`src/common/toh_pkg.sv`:
```
// shared constants, types and helpers for the overhead insertion port
package toh_pkg;

    localparam int CLK_PERIOD_NS = 20;
    localparam int FRAME_TIME_NS = 125000;
    localparam int FRAME_CYCLES  = FRAME_TIME_NS / CLK_PERIOD_NS;

    // port clock is core clock divided by 2 * PCLK_HALF
    localparam int PCLK_HALF     = 3;
    localparam int PCLK_CNT_W    = 2;

    // link side reset is stretched so the port clock can carry it over
    localparam int                LRST_W      = 5;
    localparam logic [LRST_W-1:0] LRST_CYCLES = 5'h1F;

    localparam int BYTE_W        = 8;
    localparam int TOH_ROWS      = 9;
    localparam int TOH_COLS      = 3;
    localparam int TOH_BYTES     = TOH_ROWS * TOH_COLS;
    localparam int TOH_BITS      = TOH_BYTES * BYTE_W;
    localparam int BYTE_IDX_W    = 5;
    localparam int BIT_POS_W     = 3;
    localparam int BIT_IDX_W     = BYTE_IDX_W + BIT_POS_W;
    localparam int PCNT_W        = 16;
    localparam int STS_W         = 2;

    localparam logic [STS_W-1:0]     FIRST_STS    = 2'h0;
    localparam logic [BIT_POS_W-1:0] LAST_BIT_POS = 3'h7;
    localparam logic [BIT_IDX_W-1:0] TOH_BITS_V   = 8'hD8;
    localparam logic [BYTE_IDX_W-1:0] TOH_BYTES_V = 5'h1B;

    // ready stays one extra period to catch the bit driven in the last one
    localparam int READY_PERIODS = TOH_BITS + 1;

    typedef enum logic [2:0] {
        ST_WAIT = 3'h1,
        ST_MARK = 3'h2,
        ST_OPEN = 3'h4
    } toh_dev_state_t;

    function automatic logic [BYTE_IDX_W-1:0] byte_of(
        input logic [BIT_IDX_W-1:0] idx);
        byte_of = idx[BIT_IDX_W-1:BIT_POS_W];
    endfunction : byte_of

    function automatic logic [BIT_POS_W-1:0] bit_of(
        input logic [BIT_IDX_W-1:0] idx);
        bit_of = idx[BIT_POS_W-1:0];
    endfunction : bit_of

endpackage : toh_pkg

```
`src/common/toh_ovh_if.sv`:
```
// overhead insertion port wires between the device and the external party
interface toh_ovh_if;
    logic ovh_port_clk;
    logic ovh_port_ready;
    logic ovh_frame_mark;
    logic ovh_serial_in;
    logic ovh_insert_req;

    modport dev (
        output ovh_port_clk,
        output ovh_port_ready,
        output ovh_frame_mark,
        input  ovh_serial_in,
        input  ovh_insert_req
    );

    modport ext (
        input  ovh_port_clk,
        input  ovh_port_ready,
        input  ovh_frame_mark,
        output ovh_serial_in,
        output ovh_insert_req
    );
endinterface : toh_ovh_if

```
`src/logic/toh_dev.sv`:
```
// device end: drives the port clock, collects overhead, substitutes it
module toh_dev #(
    parameter int FRAME_CYCLES = toh_pkg::FRAME_CYCLES
) (
    input  logic                           core_clk_i,
    input  logic                           reset_i,
    toh_ovh_if.dev                         ovh,
    input  logic                           tx_valid_i,
    input  logic [toh_pkg::BYTE_W-1:0]     tx_data_i,
    input  logic                           tx_is_toh_i,
    input  logic [toh_pkg::STS_W-1:0]      tx_sts_i,
    input  logic [toh_pkg::BYTE_IDX_W-1:0] tx_toh_idx_i,
    output logic                           tx_valid_o,
    output logic [toh_pkg::BYTE_W-1:0]     tx_data_o,
    output logic                           tx_ins_o
);
    localparam int FRAME_PCLK = FRAME_CYCLES / (2 * toh_pkg::PCLK_HALF);
    localparam logic [toh_pkg::PCNT_W-1:0] MARK_PERIOD =
        toh_pkg::PCNT_W'(FRAME_PCLK - 1);
    localparam logic [toh_pkg::PCNT_W-1:0] PRE_MARK_PERIOD =
        toh_pkg::PCNT_W'(FRAME_PCLK - 2);
    localparam logic [toh_pkg::PCNT_W-1:0] READY_LAST =
        toh_pkg::PCNT_W'(toh_pkg::READY_PERIODS - 1);

    logic                       pclk;
    logic                       rise;
    logic                       fall;
    logic [toh_pkg::PCNT_W-1:0] period;

    toh_frame_ctr #(
        .FRAME_CYCLES (FRAME_CYCLES)
    ) u_frame_ctr (
        .core_clk_i (core_clk_i),
        .reset_i    (reset_i),
        .pclk_o     (pclk),
        .rise_o     (rise),
        .fall_o     (fall),
        .period_o   (period)
    );

    // the port clock flop leaves the block unbuffered
    assign ovh.ovh_port_clk = pclk;

    // ---------------- pin synchronisers ----------------
    logic req_s1;
    logic req_s2;
    logic sdi_s1;
    logic sdi_s2;

    // with PCLK_HALF of 3 the second stage settles before the next rise
    always_ff @(posedge core_clk_i) begin
        req_s1 <= ovh.ovh_insert_req;
        req_s2 <= req_s1;
        sdi_s1 <= ovh.ovh_serial_in;
        sdi_s2 <= sdi_s1;
    end

    // ---------------- frame state ----------------
    toh_pkg::toh_dev_state_t state;
    toh_pkg::toh_dev_state_t next_state;
    logic                    mark;
    logic                    next_mark;
    logic                    ready;
    logic                    next_ready;
    logic                    frame_start;

    always_comb begin
        next_state  = state;
        frame_start = 1'b0;
        if (fall) begin
            case (state)
                toh_pkg::ST_WAIT: begin
                    if (period == PRE_MARK_PERIOD) begin
                        next_state  = toh_pkg::ST_MARK;
                        frame_start = 1'b1;
                    end
                end
                toh_pkg::ST_MARK: begin
                    if (period == MARK_PERIOD) begin
                        next_state = toh_pkg::ST_OPEN;
                    end
                end
                toh_pkg::ST_OPEN: begin
                    if (period == READY_LAST) begin
                        next_state = toh_pkg::ST_WAIT;
                    end
                end
                default: begin
                    next_state = toh_pkg::ST_WAIT;
                end
            endcase
        end
        // outputs change on the falling edge so they are steady at rise
        next_mark  = (next_state == toh_pkg::ST_MARK);
        next_ready = (next_state == toh_pkg::ST_OPEN);
    end

    always_ff @(posedge core_clk_i) begin
        if (reset_i) begin
            state <= toh_pkg::ST_WAIT;
            mark  <= 1'b0;
            ready <= 1'b0;
        end else begin
            state <= next_state;
            mark  <= next_mark;
            ready <= next_ready;
        end
    end

    assign ovh.ovh_frame_mark = mark;
    assign ovh.ovh_port_ready = ready;

    // ---------------- bit assembly ----------------
    logic [toh_pkg::BYTE_W-1:0]    asm_mem [toh_pkg::TOH_BYTES];
    logic [toh_pkg::BYTE_W-1:0]    next_asm_mem [toh_pkg::TOH_BYTES];
    logic [toh_pkg::TOH_BYTES-1:0] asm_vld;
    logic [toh_pkg::TOH_BYTES-1:0] next_asm_vld;
    logic [toh_pkg::BYTE_W-1:0]    act_mem [toh_pkg::TOH_BYTES];
    logic [toh_pkg::BYTE_W-1:0]    next_act_mem [toh_pkg::TOH_BYTES];
    logic [toh_pkg::TOH_BYTES-1:0] act_vld;
    logic [toh_pkg::TOH_BYTES-1:0] next_act_vld;
    logic [toh_pkg::BYTE_W-1:0]    shift;
    logic [toh_pkg::BYTE_W-1:0]    next_shift;
    logic [toh_pkg::BIT_IDX_W-1:0] bit_idx;
    logic [toh_pkg::BIT_IDX_W-1:0] next_bit_idx;
    logic                          capture;

    always_comb begin
        next_asm_mem = asm_mem;
        next_asm_vld = asm_vld;
        next_act_mem = act_mem;
        next_act_vld = act_vld;
        next_shift   = shift;
        next_bit_idx = bit_idx;
        // sampling only on rise, and only with ready and request both high
        capture = rise && ready && req_s2
                  && (bit_idx < toh_pkg::TOH_BITS_V);
        if (frame_start) begin
            // the finished frame becomes the one used for insertion
            next_act_mem = asm_mem;
            next_act_vld = asm_vld;
            next_asm_vld = '0;
            next_bit_idx = '0;
        end else if (capture) begin
            next_shift   = {shift[toh_pkg::BYTE_W-2:0], sdi_s2};
            next_bit_idx = bit_idx + 1'b1;
            if (toh_pkg::bit_of(bit_idx) == toh_pkg::LAST_BIT_POS) begin
                next_asm_mem[toh_pkg::byte_of(bit_idx)] =
                    {shift[toh_pkg::BYTE_W-2:0], sdi_s2};
                next_asm_vld[toh_pkg::byte_of(bit_idx)] = 1'b1;
            end
        end
    end

    always_ff @(posedge core_clk_i) begin
        if (reset_i) begin
            asm_vld <= '0;
            act_vld <= '0;
            shift   <= '0;
            bit_idx <= '0;
        end else begin
            asm_vld <= next_asm_vld;
            act_vld <= next_act_vld;
            shift   <= next_shift;
            bit_idx <= next_bit_idx;
        end
    end

    // data arrays need no reset; the valid bits guard them
    always_ff @(posedge core_clk_i) begin
        asm_mem <= next_asm_mem;
        act_mem <= next_act_mem;
    end

    // ---------------- outbound substitution ----------------
    logic                       hit;
    logic                       next_tx_valid;
    logic [toh_pkg::BYTE_W-1:0] next_tx_data;
    logic                       next_tx_ins;

    always_comb begin
        // other constituents keep their generated overhead
        hit = tx_valid_i && tx_is_toh_i
              && (tx_sts_i == toh_pkg::FIRST_STS)
              && (tx_toh_idx_i < toh_pkg::TOH_BYTES_V)
              && act_vld[tx_toh_idx_i];
        next_tx_valid = tx_valid_i;
        next_tx_data  = hit ? act_mem[tx_toh_idx_i] : tx_data_i;
        next_tx_ins   = hit;
    end

    always_ff @(posedge core_clk_i) begin
        if (reset_i) begin
            tx_valid_o <= 1'b0;
            tx_data_o  <= '0;
            tx_ins_o   <= 1'b0;
        end else begin
            tx_valid_o <= next_tx_valid;
            tx_data_o  <= next_tx_data;
            tx_ins_o   <= next_tx_ins;
        end
    end
endmodule : toh_dev

```
`src/logic/toh_frame_ctr.sv`:
```
// port clock divider and frame period counter
module toh_frame_ctr #(
    parameter int FRAME_CYCLES = toh_pkg::FRAME_CYCLES
) (
    input  logic                       core_clk_i,
    input  logic                       reset_i,
    output logic                       pclk_o,
    output logic                       rise_o,
    output logic                       fall_o,
    output logic [toh_pkg::PCNT_W-1:0] period_o
);
    localparam int FRAME_PCLK = FRAME_CYCLES / (2 * toh_pkg::PCLK_HALF);
    localparam logic [toh_pkg::PCNT_W-1:0] LAST_PERIOD =
        toh_pkg::PCNT_W'(FRAME_PCLK - 1);
    localparam logic [toh_pkg::PCLK_CNT_W-1:0] DIV_LAST =
        toh_pkg::PCLK_CNT_W'(toh_pkg::PCLK_HALF - 1);

    logic [toh_pkg::PCLK_CNT_W-1:0] div;
    logic [toh_pkg::PCLK_CNT_W-1:0] next_div;
    logic                           pclk;
    logic                           next_pclk;
    logic [toh_pkg::PCNT_W-1:0]     period;
    logic [toh_pkg::PCNT_W-1:0]     next_period;
    logic                           wrap;

    always_comb begin
        wrap        = (div == DIV_LAST);
        next_div    = wrap ? '0 : div + 1'b1;
        next_pclk   = pclk ^ wrap;
        next_period = period;
        // a new period begins at each falling edge of the port clock
        if (wrap && pclk) begin
            next_period = (period == LAST_PERIOD) ? '0 : period + 1'b1;
        end
    end

    always_ff @(posedge core_clk_i) begin
        if (reset_i) begin
            div    <= '0;
            pclk   <= 1'b0;
            period <= '0;
        end else begin
            div    <= next_div;
            pclk   <= next_pclk;
            period <= next_period;
        end
    end

    assign pclk_o   = pclk;
    assign rise_o   = wrap & ~pclk;
    assign fall_o   = wrap & pclk;
    assign period_o = period;
endmodule : toh_frame_ctr

```
`src/flat_wrapper.sv`:
```
// flat-port wrapper written by rule: the top's interface ports become plain ports
module toh_dev_flat 
#(
    parameter int FRAME_CYCLES = toh_pkg::FRAME_CYCLES
)
  (core_clk_i, reset_i, tx_valid_i, tx_data_i, tx_is_toh_i, tx_sts_i, tx_toh_idx_i, tx_valid_o, tx_data_o, tx_ins_o, ovh_ovh_port_clk, ovh_ovh_port_ready, ovh_ovh_frame_mark, ovh_ovh_serial_in, ovh_ovh_insert_req);
  toh_ovh_if ovh_i ();
  input  logic core_clk_i;
  input  logic reset_i;
  input  logic tx_valid_i;
  input  logic [toh_pkg::BYTE_W-1:0] tx_data_i;
  input  logic tx_is_toh_i;
  input  logic [toh_pkg::STS_W-1:0] tx_sts_i;
  input  logic [toh_pkg::BYTE_IDX_W-1:0] tx_toh_idx_i;
  output logic tx_valid_o;
  output logic [toh_pkg::BYTE_W-1:0] tx_data_o;
  output logic tx_ins_o;
  output wire logic [$bits(ovh_i.ovh_port_clk)-1:0] ovh_ovh_port_clk;
  output wire logic [$bits(ovh_i.ovh_port_ready)-1:0] ovh_ovh_port_ready;
  output wire logic [$bits(ovh_i.ovh_frame_mark)-1:0] ovh_ovh_frame_mark;
  input wire logic [$bits(ovh_i.ovh_serial_in)-1:0] ovh_ovh_serial_in;
  input wire logic [$bits(ovh_i.ovh_insert_req)-1:0] ovh_ovh_insert_req;
  assign ovh_ovh_port_clk = ovh_i.ovh_port_clk;
  assign ovh_ovh_port_ready = ovh_i.ovh_port_ready;
  assign ovh_ovh_frame_mark = ovh_i.ovh_frame_mark;
  assign ovh_i.ovh_serial_in = ovh_ovh_serial_in;
  assign ovh_i.ovh_insert_req = ovh_ovh_insert_req;
  toh_dev #(.FRAME_CYCLES(FRAME_CYCLES)) u_core (.core_clk_i(core_clk_i), .reset_i(reset_i), .ovh(ovh_i), .tx_valid_i(tx_valid_i), .tx_data_i(tx_data_i), .tx_is_toh_i(tx_is_toh_i), .tx_sts_i(tx_sts_i), .tx_toh_idx_i(tx_toh_idx_i), .tx_valid_o(tx_valid_o), .tx_data_o(tx_data_o), .tx_ins_o(tx_ins_o));
endmodule
```
`config.mk`:
```
export PLATFORM = sky130hd
export DESIGN_NAME = toh_dev_flat
export DESIGN_NICKNAME = d
export VERILOG_FILES = /design/src/common/toh_pkg.sv /design/src/common/toh_ovh_if.sv /design/src/logic/toh_dev.sv /design/src/logic/toh_frame_ctr.sv /design/src/flat_wrapper.sv
export SDC_FILE = /design/constraint.sdc
export NUM_CORES = 1
export LEC_CHECK = 0
export BUFFER_PORTS_ARGS = -buffer_cell sky130_fd_sc_hd__buf_2
export CAP_MARGIN = 30
export CORE_UTILIZATION = 35
export CTS_BUF_LIST = sky130_fd_sc_hd__clkbuf_2 sky130_fd_sc_hd__clkbuf_4 sky130_fd_sc_hd__clkbuf_8
export CTS_CLUSTER_SIZE = 12
export DETAILED_ROUTE_END_ITERATION = 8
export HOLD_SLACK_MARGIN = 0.06
export PLACE_DENSITY_LB_ADDON = 0.08
export SYNTH_ARGS = -nofsm -noshare
export SYNTH_HDL_FRONTEND = slang
export SYNTH_SLANG_ARGS = --single-unit
export TNS_END_PERCENT = 1
```
`constraint.sdc`:
```
create_clock -name core_clk_i -period 21 [get_ports core_clk_i]
set_input_delay 1.05 -clock core_clk_i [delete_from_list [all_inputs] [get_ports core_clk_i]]
set_output_delay 1.05 -clock core_clk_i [all_outputs]
set_load 0.03 [all_outputs]
```
Word-level counts from Yosys, hierarchy flattened --
Cells that the tools add are included. W data, S select, Z words.
Cells by class: $add $sub $neg 3, $lt $le $gt $ge 8, equal/unequal tests 10, multiplexer cells 20, bitwise gates (word level) 8, reduce and logical (&&, ||, !) cells 16
Operator list (number):
- $bwmux W216 | 1
- $bmux W8 S5 | 1
- $demux W8 S5 | 1
- $eq A16 B11 Y1 const B | 2
- $mux W8 | 4
- $or A27 B27 Y27 | 1
- $add A16 B1 Y16 const B | 1
- $eq A16 B8 Y1 const B | 1
- $mux W16 | 1
- $ge A6 B6 Y1 const B | 2
- $lt A5 B6 Y1 const B | 2
- $mux W3 | 4
- $not A5 Y6 | 2
- $logic_and A1 B1 Y1 | 10
- $eq A3 B3 Y1 const B | 3
- $pmux W3 S3 | 1
- $add A8 B1 Y8 const B | 1
- $lt A8 B8 Y1 const B | 1
- $eq A3 B2 Y1 const B | 2
- $lt A6 B1 Y1 const B | 1
- $bmux W1 S5 | 1
- $demux W1 S5 | 1
- $ge A5 B1 Y1 const B | 1
- $lt A5 B5 Y1 const B | 1
- other kinds (11) | 19
Storage, ports and cells: register bits 539, input port bits 21, output and inout port bits 13, logic and storage cells 136

Depth between registers and ports, before layout --
Gate-level depths: netlist (run 1).
word-level depth 6, gate-level depth with buffers 10, mapped depth without buffers 8

Hierarchy --
A second synthesis (run 1) with hierarchy kept.
Second synthesis, totals: cell total of the unflattened synthesis 1130, area total of the unflattened synthesis 19404.9 µm²
By module, submodules not included:
- toh_dev | instances 1, cells each 1032, area each 18475.2 µm², seq. area each 14734.1 µm²
- toh_frame_ctr | instances 1, cells each 98, area each 929.6 µm², seq. area each 380.4 µm²

Worst setup path after synthesis (run 1) --
OpenSTA, ideal clock, no wires.
path kind flip-flop to flip-flop, start point reg u_core.u_frame_ctr.pclk (netlist: u_core.u_frame_ctr.pclk_o), end point reg u_core.act_mem[0] (netlist name) (enable), setup time 1.321 ns, arrival time 21.523 ns, required time 19.679 ns, setup slack -1.844 ns, cell stages (with the launch flop) 5, path buffers 1, clock period less this slack 22.844 ns, cells stage by stage dfxtp_1 -> ha_1 -> buf_4 -> nand4_1 -> nor4_1
Between the ends: word-level cells in the longest chain between the ends 2
Ends and longest elaborated chain:
- from (decl) | RTL line toh_frame_ctr.sv:20 | logic pclk;
- from (signal assigned) | RTL line toh_frame_ctr.sv:44 | pclk <= next_pclk;
- $and A1 B1 Y1 | RTL line toh_frame_ctr.sv:51 | assign fall_o = wrap & pclk;
- via u_core.fall | RTL line toh_dev.sv:27 | logic fall;
- $mux W1 | RTL line toh_dev.sv:70 | if (fall) begin
- to (signal assigned) | RTL line toh_dev.sv:172 | act_mem <= next_act_mem;
- to (decl) | RTL line toh_dev.sv:118 | logic [toh_pkg::BYTE_W-1:0] act_mem [toh_pkg::TOH_BYTES];
The timed path passes the listed nets, and every way through them passes these cells. A chain may end at the register's enable or synchronous reset.

Worst setup path in the final report (run 1) --
start point reg u_core.u_frame_ctr.div[0] (netlist name), end point reg u_core.act_mem[14] (netlist name) (enable)
Between the ends: word-level cells in the longest chain between the ends 3
Ends and longest elaborated chain:
- from (decl) | RTL line toh_frame_ctr.sv:18 | logic [toh_pkg::PCLK_CNT_W-1:0] div;
- from (signal assigned) | RTL line toh_frame_ctr.sv:43 | div <= next_div;
- $eq A2 B2 Y1 | RTL line toh_frame_ctr.sv:27 | wrap = (div == DIV_LAST);
- $and A1 B1 Y1 | RTL line toh_frame_ctr.sv:51
- via u_core.fall | RTL line toh_dev.sv:27
- $mux W1 | RTL line toh_dev.sv:70
The timed path passes the listed nets, and every way through them passes these cells.

==> results of run 1 <==
[registers in the layout, indices dropped and copies added, names as in the netlist]
register                     flops
u_core.u_frame_ctr.div           2
u_core.state                     3
u_core.shift                     7
u_core.u_frame_ctr.pclk_o        1
u_core.tx_data_o                 8
u_core.req_s1                    1
u_core.u_frame_ctr.period_o     16
u_core.ovh.ovh_port_ready        1
u_core.tx_valid_o                1
u_core.act_vld                  27
u_core.bit_idx                   8
u_core.sdi_s2                    1
u_core.req_s2                    1
u_core.sdi_s1                    1
u_core.tx_ins_o                  1
u_core.asm_vld                  27
u_core.ovh.ovh_frame_mark        1
u_core.act_mem                 216
u_core.asm_mem                 216
[metrics by stage]
stage          total power, mW  setup slack, ns  hold WS (ns)
2_1_floorplan            1.199            7.263        0.3096
4_1_cts                  2.122            17.19        0.3277
3_5_place_dp             1.217            16.71        0.3150
6_report                 2.089            17.20        0.3255
5_1_grt                  2.169            16.96        0.3399
3_3_place_gp             1.217            16.75        0.3142
[worst min-delay path by stage]
| stage | startpoint | cells after the start | endpoint | slack (ns) |
|---|---|---|---|---|
| 6_report | u_core.req_s1 | 0 | u_core.req_s2 | 0.33 |
| 5_1_grt | u_core.req_s1 | 0 | u_core.req_s2 | 0.34 |
| 4_1_cts | u_core.req_s1 | 0 | u_core.req_s2 | 0.33 |
| 3_5_place_dp | u_core.req_s1 | 0 | u_core.req_s2 | 0.31 |
| 3_3_place_gp | u_core.req_s1 | 0 | u_core.req_s2 | 0.31 |
| 2_1_floorplan | u_core.req_s1 | 0 | u_core.req_s2 | 0.31 |
[critical path, cell delays in order, from the launching register on]
cell	delay, ns
sky130_fd_sc_hd__dfxtp_1	0.31
sky130_fd_sc_hd__inv_1	0.05
sky130_fd_sc_hd__ha_1	0.21
sky130_fd_sc_hd__ha_1	0.45
sky130_fd_sc_hd__nand4_1	0.40
sky130_fd_sc_hd__nor4_4	0.36
sky130_fd_sc_hd__buf_4	0.74
sky130_fd_sc_hd__buf_12	0.54
[area by class of cell]
type / count / area share, %
timing repair buffer: 62 / 1.821
multi-input combinational: 543 / 17.83
inverter: 11 / 0.1867
tap: 696 / 3.937
clock inverter: 30 / 0.7523
clock buffer: 129 / 7.121
sequential: 539 / 68.33
antenna: 1 / 0.01131
[logic make-up after synthesis]
group	synth area share, %
DFF	78.01
and+or+nand+nor	6.955
AOI/OAI and AO/OA	4.178
muxes	7.839
buffers and inverters	1.711
xor gates and xnor gates	0.8588
adders and majority gates	0.4520
[layer usage]
layer,GRT usage (%),part of all wire (%)
met5,0,0
met4,6.901,3.0
met3,3.205,5.0
met2,25.26,45
met1,22.43,47
[cell usage in the layout (no fill, tap or decap), types with 15 or more instances in the layout]
master and instances:
sky130_fd_sc_hd__mux2_2 37, sky130_fd_sc_hd__nand3_1 15, sky130_fd_sc_hd__nor2_1 93, sky130_fd_sc_hd__mux4_2 27
sky130_fd_sc_hd__clkbuf_4 32, sky130_fd_sc_hd__dfxtp_1 106, sky130_fd_sc_hd__mux2i_1 31, sky130_fd_sc_hd__nor3_1 17
sky130_fd_sc_hd__buf_2 33, sky130_fd_sc_hd__o22ai_1 21, sky130_fd_sc_hd__clkinv_1 21, sky130_fd_sc_hd__edfxtp_1 432
sky130_fd_sc_hd__buf_4 26, sky130_fd_sc_hd__a21oi_1 75, sky130_fd_sc_hd__nand2_1 92, sky130_fd_sc_hd__clkbuf_8 97
[power by group through the flow]
| stage | Sequential [mW] | Combinational (mW) | Clock (mW) |
|---|---|---|---|
| 2_1_floorplan | 1.17 | 0.0317 | 0 |
| 3_3_place_gp | 1.16 | 0.0521 | 0 |
| 3_5_place_dp | 1.16 | 0.0523 | 0 |
| 4_1_cts | 1.14 | 0.0525 | 0.927 |
| 5_1_grt | 1.14 | 0.0557 | 0.971 |
| 6_report | 1.14 | 0.0512 | 0.895 |
==> flow_results.org, run 1 <==
** CTS
- Number of buffers inserted by hold repair at cts :: 0
- The longest clock path from root to sink contains 3 buffers.
- Resized cells post-CTS :: 0
- Counting the buffers created by CTS gives 90.
- In this run the post-CTS setup repair buffer count came out at 0.
- CTS tree :: done
- Clk Latency, worst-skew pair :: 0.66 ns
- The H-tree was split into 3 levels.
- In this run the clock root is driven by a sky130_fd_sc_hd__clkbuf_8.
- Clock Sinks :: 539
- Clock slew at the register clock pins of the worst setup and hold paths :: 0.06 ns

** Setup path
- The number of cells on the worst reg-to-reg path is 7.
- Worst path arrival time :: 4.06 ns
- Critical Path Sink :: u_core.act_mem[14]
- Startpoint class of the critical path :: flip-flop
- Endpoint of the most critical register-to-register path :: u_core.act_mem[14]
- In this run the worst path has a maximum fanout of 151.
- Worst Setup End Kind :: flip-flop
- Worst reg2reg setup slack :: 17.20 ns
- The startpoint identified for the worst register-to-register timing path is u_core.u_frame_ctr.div[0].
- Launch point of the worst path :: u_core.u_frame_ctr.div[0]
- The critical path in this run is classified as flip-flop to flip-flop.
- STA puts the critical path data required time at 21.27 ns.

** Power and ir drop
- Per report_power, the clock group accounts for 42.8% of the total.
- Power share of the combinational group :: 2.5%
- Summed over all nets, the switching power comes to 0.4368 mW.
- Power density over the cells :: 94.43 mW/mm^2
- Internal power comes to 1.652 mW.
- In this run switching power makes up 20.91% of total power.
- The worst-case IR drop observed on VDD is 0.05195 mV.
- For this design the static power due to leakage is 7.291 nW.
- Registers are responsible for 54.7% of the overall power.

** Global route
- Global routing consumed, over all layers together, 16.31% of the routing resources.
- The initial antenna violation count came to 0.
- Entering global routing, the biggest net connects 152 pins.
- Wire length of the first global-routing pass :: 66630 microns
- Grt total ovfl :: 0
- The via count of the first global-routing pass was 10.18k.

** Logic synthesis
- Area contributors post-synth :: sky130_fd_sc_hd__edfxtp_1 67%, sky130_fd_sc_hd__dfxtp_1 11%, sky130_fd_sc_hd__mux4_2 3.1%
- Counting instances in the post-synthesis netlist gives the leading cell types as 432 x sky130_fd_sc_hd__edfxtp_1, 107 x sky130_fd_sc_hd__dfxtp_1, 93 x sky130_fd_sc_hd__nor2_1, 92 x sky130_fd_sc_hd__nand2_1, 75 x sky130_fd_sc_hd__a21oi_1.
- In the synthesized netlist the async set-or-reset flop fraction comes to 0%.
- Fraction of the yosys area taken by sequential cells :: 78.01%
- Count of flip-flops with a built-in enable after synthesis :: 432
- Library cell with the highest instance count after synthesis :: sky130_fd_sc_hd__edfxtp_1
- The most used flip-flop cell after synthesis is sky130_fd_sc_hd__edfxtp_1.
- Proportion of netlist area held by the largest area contributor :: 66.95%
- Number of instances in the synthesized netlist :: 1140
- Count of warnings emitted by yosys :: 0
- The number of nets in the synthesized netlist is 1168.
- sky130_fd_sc_hd__edfxtp_1 takes more of the synthesized area than any other cell.
- The synthesized design contains 539 register bits.
- Mean Syn Cell Area :: 17.00 sq um
- Summing every instance area after synthesis gives 0.01938 sq mm.
- Number of different library cells in the post-synthesis netlist :: 59

** Min path
- The tightest min-delay check is of the flip-flop to flip-flop type.

** Place
- Post-place instance area :: 0.02037 sq mm
- Placed wire-length estimate :: 27000 microns
- Count of buffers inserted at the top-level ports :: 33
- Total placed cells including tap cells :: 1850
- Final RePlAce weighted congestion :: 0.7701

** STA
- For the pin with the worst max-slew slack, the measured transition is 1.025 ns.
- Finish-stage setup viols :: 0
- Period minus WS final :: 3.795 ns
- Derived from the worst setup path, the maximum achievable clock frequency is 263.5 MHz.
- In this run the tightest slew margin relative to its limit is 31.65%.
- Number of endpoints with negative hold slack in the final report :: 0
- Sum of negative setup slack :: 0 ns
- Fin crit share :: 18.07%
- Maximum clock skew at final layout :: 0.03313 ns
- Total count of max-transition violations in the final report :: 0
- RSZ-0062 raised after global routing :: no

** Floorplanning
- In this run the horizontal extent of the chip is 237.3 microns.
- Core ar. :: 0.05424 sq mm
- Row count :: 85
- Initial cell density of the core :: 35.72%
- From bottom edge to top edge, the die measures 237.3 microns.
- Area enclosed by the die boundary :: 0.05630 sq mm
- For this design the top-level I/O count stands at 34.

** Finish
- Share of cells above drive strength 1 :: 21.99%
- The multi-input combinational cells in the finished layout cover a total of 0.003945 sq mm.
- Non-filler instance count after layout :: 2011
- Layout overhead on the synthesized area :: 14.16%
- Measured on the finished design, the core utilization comes to 40.78%.
- Reg area :: 0.01512 sq mm
- The layout has 5024 filler cells.
- The final layout contains 1275 nets.
- Area of all placed cells without fillers :: 0.02212 sq mm

** Detailed routing
- Total number of vias :: 9925
- Total wire length after detailed routing :: 44500 microns
- For this run, the detailed router's first-pass iteration total came to 5.
- Once detail routing completed, the nets flagged for antenna violations numbered 0.
- First DRT Iteration DRCs :: 681
- Dividing the detail-routed wire length by the instance count gives 22.13 microns.
- In the routed layout, each cell is associated on average with a via count of 4.935.
- For this run, design rule violations remaining after detail routing come to 0.

** Run
- Across the run, the number of max-cap violations was 0.

** Status
- The run finished with clean final reports.
Power figures use the tool's default switching activity.
==> inputs of run 2 (changes only) <==
- clock period: 21 -> 3.6 ns (I/O delays scaled with it)
==> flow_results.org, run 2 (same netlist as run 1, synthesis figures left out) <==
** CTS
- Clk Latency, worst-skew pair :: 0.68 ns
- In this run the number of H-tree levels came out at 3.
- TritonCTS built the clock tree.
- The clock passes through at most 3 buffers.
- Counting the buffers created by CTS gives 94.
- Post-CTS Repair Setup Buffers :: 0
- Clock-pin slew was measured on the worst setup and hold paths at 0.06 ns.
- Clock Sinks :: 539
- The tree is rooted in a sky130_fd_sc_hd__clkbuf_8.

** Finish
- The largest registers in the layout are u_core.act_mem (216), u_core.asm_mem (216).
- The post-route netlist has 24.52% of its cells at a drive strength greater than 1.
- Most frequent cells in the layout :: 432 x sky130_fd_sc_hd__edfxtp_1, 103 x sky130_fd_sc_hd__clkbuf_8, 103 x sky130_fd_sc_hd__dfxtp_1, 93 x sky130_fd_sc_hd__nor2_1, 92 x sky130_fd_sc_hd__nand2_1
- Non-filler instance count after layout :: 2059
- At the end of the flow the core is filled with cells to 41.68%.
- Most common cell after layout, fill and taps aside :: sky130_fd_sc_hd__edfxtp_1
- Layout overhead on the synthesized area :: 16.68%
- Area of all placed cells without fillers :: 0.02261 sq mm
- Nets :: 1314

** Global route
- The initial antenna violation count came to 2.
- Wire length of the first global-routing pass :: 68190 microns
- Largest net degree at the start of global routing :: 98
- Grt total ovfl :: 0
- The via count of the first global-routing pass was 10.48k.
- Global routing consumed, over all layers together, 16.66% of the routing resources.

** Setup path
- For this design, the slowest cell found on the critical path is sky130_fd_sc_hd__or3_1.
- STA puts the critical path data arrival time at 3.35 ns.
- On the critical path the largest part of the delay comes from simple AND/OR/NAND/NOR gates.
- Startpoint class of the critical path :: flip-flop
- In this design, the stage delay of the slowest critical-path cell is 0.53 ns.
- Worst path most repeated cell :: sky130_fd_sc_hd__ha_4
- Traced cell by cell, the critical path runs through inv_2 -> ha_4 -> ha_4 -> nand4_1 -> or3_1 -> nand2_1 -> nor2_1 -> buf_4.
- CP Max Fanout :: 15
- Counting both buffers and inverters, the worst setup path holds a total of 2.
- The worst setup path is captured at a flip-flop.
- The critical path is of the flip-flop to flip-flop type.
- STA puts the critical path data required time at 3.97 ns.

** Floorplanning
- For this configuration, the core starts out at a cell density of 35.72%.
- In this run the standard cell core region covers 0.05424 sq mm.
- After floorplanning, the core was divided into 85 placement rows.
- The floorplan step defined a die boundary enclosing 0.05630 sq mm.
- Number of I/O pins :: 34
- Horiz. Die Dim :: 237.3 microns
- Die height :: 237.3 microns

** Detailed routing
- The routed layout has 10.08k vias.
- Post-detailed-route wirelength per cell :: 22.15 microns
- In this run, the number of DRC markers left after iteration 0 of detailed routing was 723.
- In the routed design, unresolved DRC markers number 0.
- In this run the remaining antenna-violating nets after routing total 0.
- Via/cell ratio :: 4.894
- Initial DRT Pass Iterations :: 5
- The routed design has 45600 microns of wire.

** STA
- RSZ-0062 raised after global routing :: no
- Period minus WS final :: 2.981 ns
- Timing would allow up to 335.5 MHz.
- Headroom to the max-slew limit came out at 33.60%.
- Across all setup checks in the final design, the least slack found is 0.6194 ns.
- Maximum clock skew at final layout :: 0.03113 ns
- Transition time of the tightest slew-check pin :: 0.9960 ns
- Total count of max-transition violations in the final report :: 0
- Setup violations remaining at the end of the flow were counted as 0.
- Sum of negative setup slack :: 0 ns
- Number of endpoints with negative hold slack in the final report :: 0
- Fin crit share :: 82.80%

** Place
- The count of buffers added on input and output ports is 33.
- Placed wire-length estimate :: 26840 microns
- Total placed cells including tap cells :: 1871
- Once placement finished, the instance area stood at 0.02057 sq mm.
- Before CTS, the worst setup slack after placement is 0.6002 ns.
- Final RePlAce weighted congestion :: 0.7240

** Power and ir drop
- For this design the static power due to leakage is 7.535 nW.
- In this run the power density over the cells is 554.2 mW/mm^2.
- Largest voltage drop on the vdd net :: 0.2487 mV

** Status
- Outcome :: finished clean

** Run
- Across the run, the number of max-cap violations was 0.

** Min path
- Type of the most critical hold path :: primary input to flip-flop
-- run 2: worst paths after layout --
path	startpoint	endpoint	slack, ns	depth (start not counted)
worst min register to register	u_core.req_s1	u_core.req_s2	0.32	0
worst min-delay path	tx_toh_idx_i[4]	u_core.tx_data_o[1]	0.14	3
worst max register to register	u_core.u_frame_ctr.div[0]	u_core.asm_mem[200]	0.62	8
worst max-delay path	u_core.u_frame_ctr.div[0]	u_core.asm_mem[200]	0.62	8
-- run 2: metrics by stage --
| step | total power [mW] | hold slack (ns) |
|---|---|---|
| 3_3_place_gp | 7.119 | 0.2860 |
| 2_1_floorplan | 7.003 | 0.2077 |
| 6_report | 12.53 | 0.1367 |
| 4_1_cts | 12.72 | 0.07065 |
| 3_5_place_dp | 7.119 | 0.2858 |
| 5_1_grt | 13.02 | 0.09433 |
-- run 2: final cells by class --
type	instances	area (sq um)
clock inverters	36	215.2
fillers	5034	31630
diodes	1	2.502
inverters	11	41.29
flip-flops and latches	539	15120
clock buffers	136	1665
repair buffers	97	723.2
multi-input cells	543	3970
well taps	696	870.8
-- run 2: worst reg2reg max path, stage by stage (launching register included) --
cell and delay [ns]:
sky130_fd_sc_hd__dfxtp_1 0.35, sky130_fd_sc_hd__inv_2 0.05, sky130_fd_sc_hd__ha_4 0.17, sky130_fd_sc_hd__ha_4 0.20
sky130_fd_sc_hd__nand4_1 0.28, sky130_fd_sc_hd__or3_1 0.54, sky130_fd_sc_hd__nand2_1 0.53, sky130_fd_sc_hd__nor2_1 0.36
sky130_fd_sc_hd__buf_4 0.21
-- run 2: power by group --
part	internal, mW	total (mW)	switching [mW]
clock	3.06	5.53	2.48
sequential	6.66	6.67	0.00954
combinational	0.122	0.328	0.206
total	9.83	12.5	2.69
-- run 2: routing by layer --
metal | global-route usage [%] | vias to the layer above | wire length [microns]
met4 | 5.650 | 0 | 1076
met3 | 3.368 | 81 | 1726
met5 | 0 | - | 0
li1 | - | 4655 | -
met1 | 23.28 | 5135 | 21840
met2 | 25.94 | 206 | 20960
-- run 2: repair_timing --
| action | in CTS | in global routing |
|---|---|---|
| endpoints found under the hold margin | 16 | 0 |
| endpoints found under the setup margin | 0 | 0 |
| resized for setup | 0 | 0 |
| hold buffers | 15 | 0 |
==> inputs of run 3 (changes only) <==
- clock period: 3.6 -> 2.75 ns (I/O delays scaled with it)
==> flow_results.org, run 3 (same netlist as run 1, synthesis figures left out) <==
** Finish
- Final core utilization :: 42.13%
- Most common cell after layout, fill and taps aside :: sky130_fd_sc_hd__edfxtp_1
- Layout overhead on the synthesized area :: 17.95%
- Largest registers :: u_core.act_mem (216), u_core.asm_mem (216)
- Number of fill cells :: 4995
- In the final layout, the share of cells above drive strength 1 is 26.38%.
- After the last flow step, the layout net total stands at 1338.
- Most frequent cells in the layout :: 432 x sky130_fd_sc_hd__edfxtp_1, 101 x sky130_fd_sc_hd__dfxtp_1, 96 x sky130_fd_sc_hd__clkbuf_8, 92 x sky130_fd_sc_hd__nand2_1, 80 x sky130_fd_sc_hd__nor2_1
- Area taken by multi-input logic gates :: 0.004013 sq mm
- Summing all flip-flop and latch instances after layout gives 0.01512 sq mm.

** Global route
- Number of antenna violations at the first check in global routing :: 2
- Global routing finished with a remaining overflow of 0.
- Global routing used 16.67% of the available tracks across all layers.
- Vias in the first global route :: 10.44k
- Global Route met2 Usage :: 25.45%
- Global-route track usage on met1 :: 23.16%
- Entering global routing, the biggest net connects 59 pins.
- Layer with the highest usage :: met2
- Wire length of the first global-routing pass :: 67900 microns
- Global routing used 4.227% of the available met3 tracks.

** Power and ir drop
- LEAKAGE :: 7.633 nW
- The design draws 16.19 mW.
- Internal power summed over all cells :: 12.80 mW
- Net switching power figure :: 3.390 mW
- Across the VDD grid, the largest voltage drop is 0.3058 mV.
- Of the total power, the clock network draws 43.2%.
- Part of the total power dissipated in sequential elements :: 53.9%
- Switching part of the total power :: 20.94%
- The share of total power dissipated in combinational logic is 2.9%.
- Power density over the cells :: 708.5 mW/mm^2

** Detailed routing
- First DRT Iteration DRCs :: 726
- Summed over all layers, the routed wires come to 45640 microns.
- In the final routed layout, each cell accounts on average for 22.02 microns.
- Initial DRT Pass Iterations :: 5
- DRC :: 0
- Detailed routing inserted a total of 10.13k vias.
- The count of nets left with antenna violations once routing finished came out at 0.
- In the routed layout, each cell is associated on average with a via count of 4.884.

** STA
- Across the routed clock network, the largest skew measured is 0.02569 ns.
- Total count of max-transition violations in the final report :: 0
- Setup total negative slack on the finished layout was measured at 0 ns.
- Slew headroom :: 34.34%
- After layout, the worst setup slack is 0.1209 ns.
- Setup violations remaining at the end of the flow were counted as 0.
- RSZ-0062 raised after global routing :: yes
- Fin crit share :: 95.60%
- F_max :: 380.4 MHz
- Number of endpoints with negative hold slack in the final report :: 0
- Transition time of the tightest slew-check pin :: 0.9813 ns
- On the final layout, the worst hold slack is 0.1615 ns.
- After layout, the minimum clock period comes to 2.629 ns.

** Setup path
- Startpoint class of the critical path :: flip-flop
- For the worst setup path, the data required time is 3.03 ns.
- Setup CP Type :: flip-flop to flip-flop
- Among the stages of the critical path, the cell type that occurs most often is sky130_fd_sc_hd__buf_4.
- Of all nets on the critical path, the largest fanout is 8.
- Slowest Stage Delay on Critical Path :: 0.56 ns
- The signal on the critical path passes through inv_2 -> ha_4 -> ha_1 -> nand4_1 -> a31o_2 -> buf_4 -> nor3_1 -> nand2_1 -> buf_4 -> nor2_1.
- Worst Path Buf+Inv :: 3
- Worst path arrival time :: 2.91 ns
- Kind of cell adding the most delay to the critical path :: simple AND/OR/NAND/NOR gates
- STA classifies the critical path endpoint as a flip-flop.
- Critical-path top delay cell :: sky130_fd_sc_hd__nor2_1

** Floorplanning
- Initial cell density of the core :: 35.72%
- The floorplan step defined a die boundary enclosing 0.05630 sq mm.
- The die is 237.3 microns tall.
- Number of I/O pins :: 34
- Measured along the x axis, the die boundary spans 237.3 microns.
- Row generation in the floorplan step produced 85 rows.
- After floorplanning, the core was sized to cover 0.05424 sq mm.

** Min path
- The worst hold path belongs to the class primary input to flip-flop.

** CTS
- Clk root buf :: sky130_fd_sc_hd__clkbuf_8
- Clk Latency, worst-skew pair :: 0.66 ns
- Bufs on Longest Clock Path :: 3
- Clock tree synthesis inserted a total of 90 buffers.
- Clock Sinks :: 539
- Clock H-tree levels :: 3
- After clock tree synthesis, the clock-pin slew on the worst setup and hold paths is 0.06 ns.
- CTS tree :: done

** Place
- Placed wire-length estimate :: 28160 microns
- During placement, the flow inserted port buffers numbering 33.
- Routability-driven placement finished with a final weighted congestion of 0.7930.
- At the placement stage, the worst setup path has a slack of -0.03731 ns.

** Status
- The run finished with clean final reports.

** Run
- The tool flagged a number of max-cap violations equal to 0.
[run 3: cell count changes in the layout (fill, tap and decap cells not counted), sizes merged]
cell | previous run | this run
buf | 82 | 107
bufinv | 1 | 2
clkbuf | 136 | 133
clkinv | 28 | 19
clkinvlp | 4 | 3
dlygate4sd3 | 15 | 18
inv | 14 | 12
[run 3: worst min-delay path, stage by stage]
cell,delay (ns)
sky130_fd_sc_hd__buf_2,0.17
sky130_fd_sc_hd__o221ai_2,0.11
sky130_fd_sc_hd__nand2_1,0.21
sky130_fd_sc_hd__nor2_1,0.13
[run 3: metrics by stage]
stage | cell area [sq um] | cells
floorplan | 19420 | 1140
global placement | 20830 | 1893
detailed placement | 20830 | 1893
CTS | 22800 | 2069
global route | 22850 | 2073
finish | 22850 | 2073
[run 3: power by group through the flow]
stage	clock network, mW	registers [mW]	logic (mW)
global route	7.61	8.72	0.505
finish	7.00	8.73	0.470
global placement	0	8.89	0.456
CTS	7.24	8.72	0.477
detailed placement	0	8.89	0.456
floorplan	0	8.92	0.249
[run 3: repair_timing]
action,CTS,global route
hold buffers,18,0
endpoints found under the hold margin,21,0
resized for setup,4,11
setup buffers,0,0
endpoints found under the setup margin,18,120
[run 3: layout make-up]
class	count	area share [%]
multi-input combinational	543	17.56
tap	696	3.811
inverter	11	0.1807
clock buffer	133	6.997
timing repair buffer	125	4.500
sequential	539	66.17
clock inverter	25	0.7720
antenna	1	0.01095
[run 3: final timing paths]
| check | startpoint | to | slack [ns] | cells past startpoint |
|---|---|---|---|---|
| setup / recovery | u_core.u_frame_ctr.div[0] | u_core.asm_mem[113] | 0.12 | 10 |
| hold reg to reg | u_core.sdi_s1 | u_core.sdi_s2 | 0.33 | 0 |
| setup reg to reg | u_core.u_frame_ctr.div[0] | u_core.asm_mem[113] | 0.12 | 10 |
| hold / removal | tx_toh_idx_i[4] | u_core.tx_ins_o | 0.16 | 4 |
[run 3: routing by layer]
layer  routed length, microns  part of all wire, %
met2                    20840                   46
met5                        0                    0
met1                    21260                   47
met3                     2448                  5.4
met4                     1090                  2.4
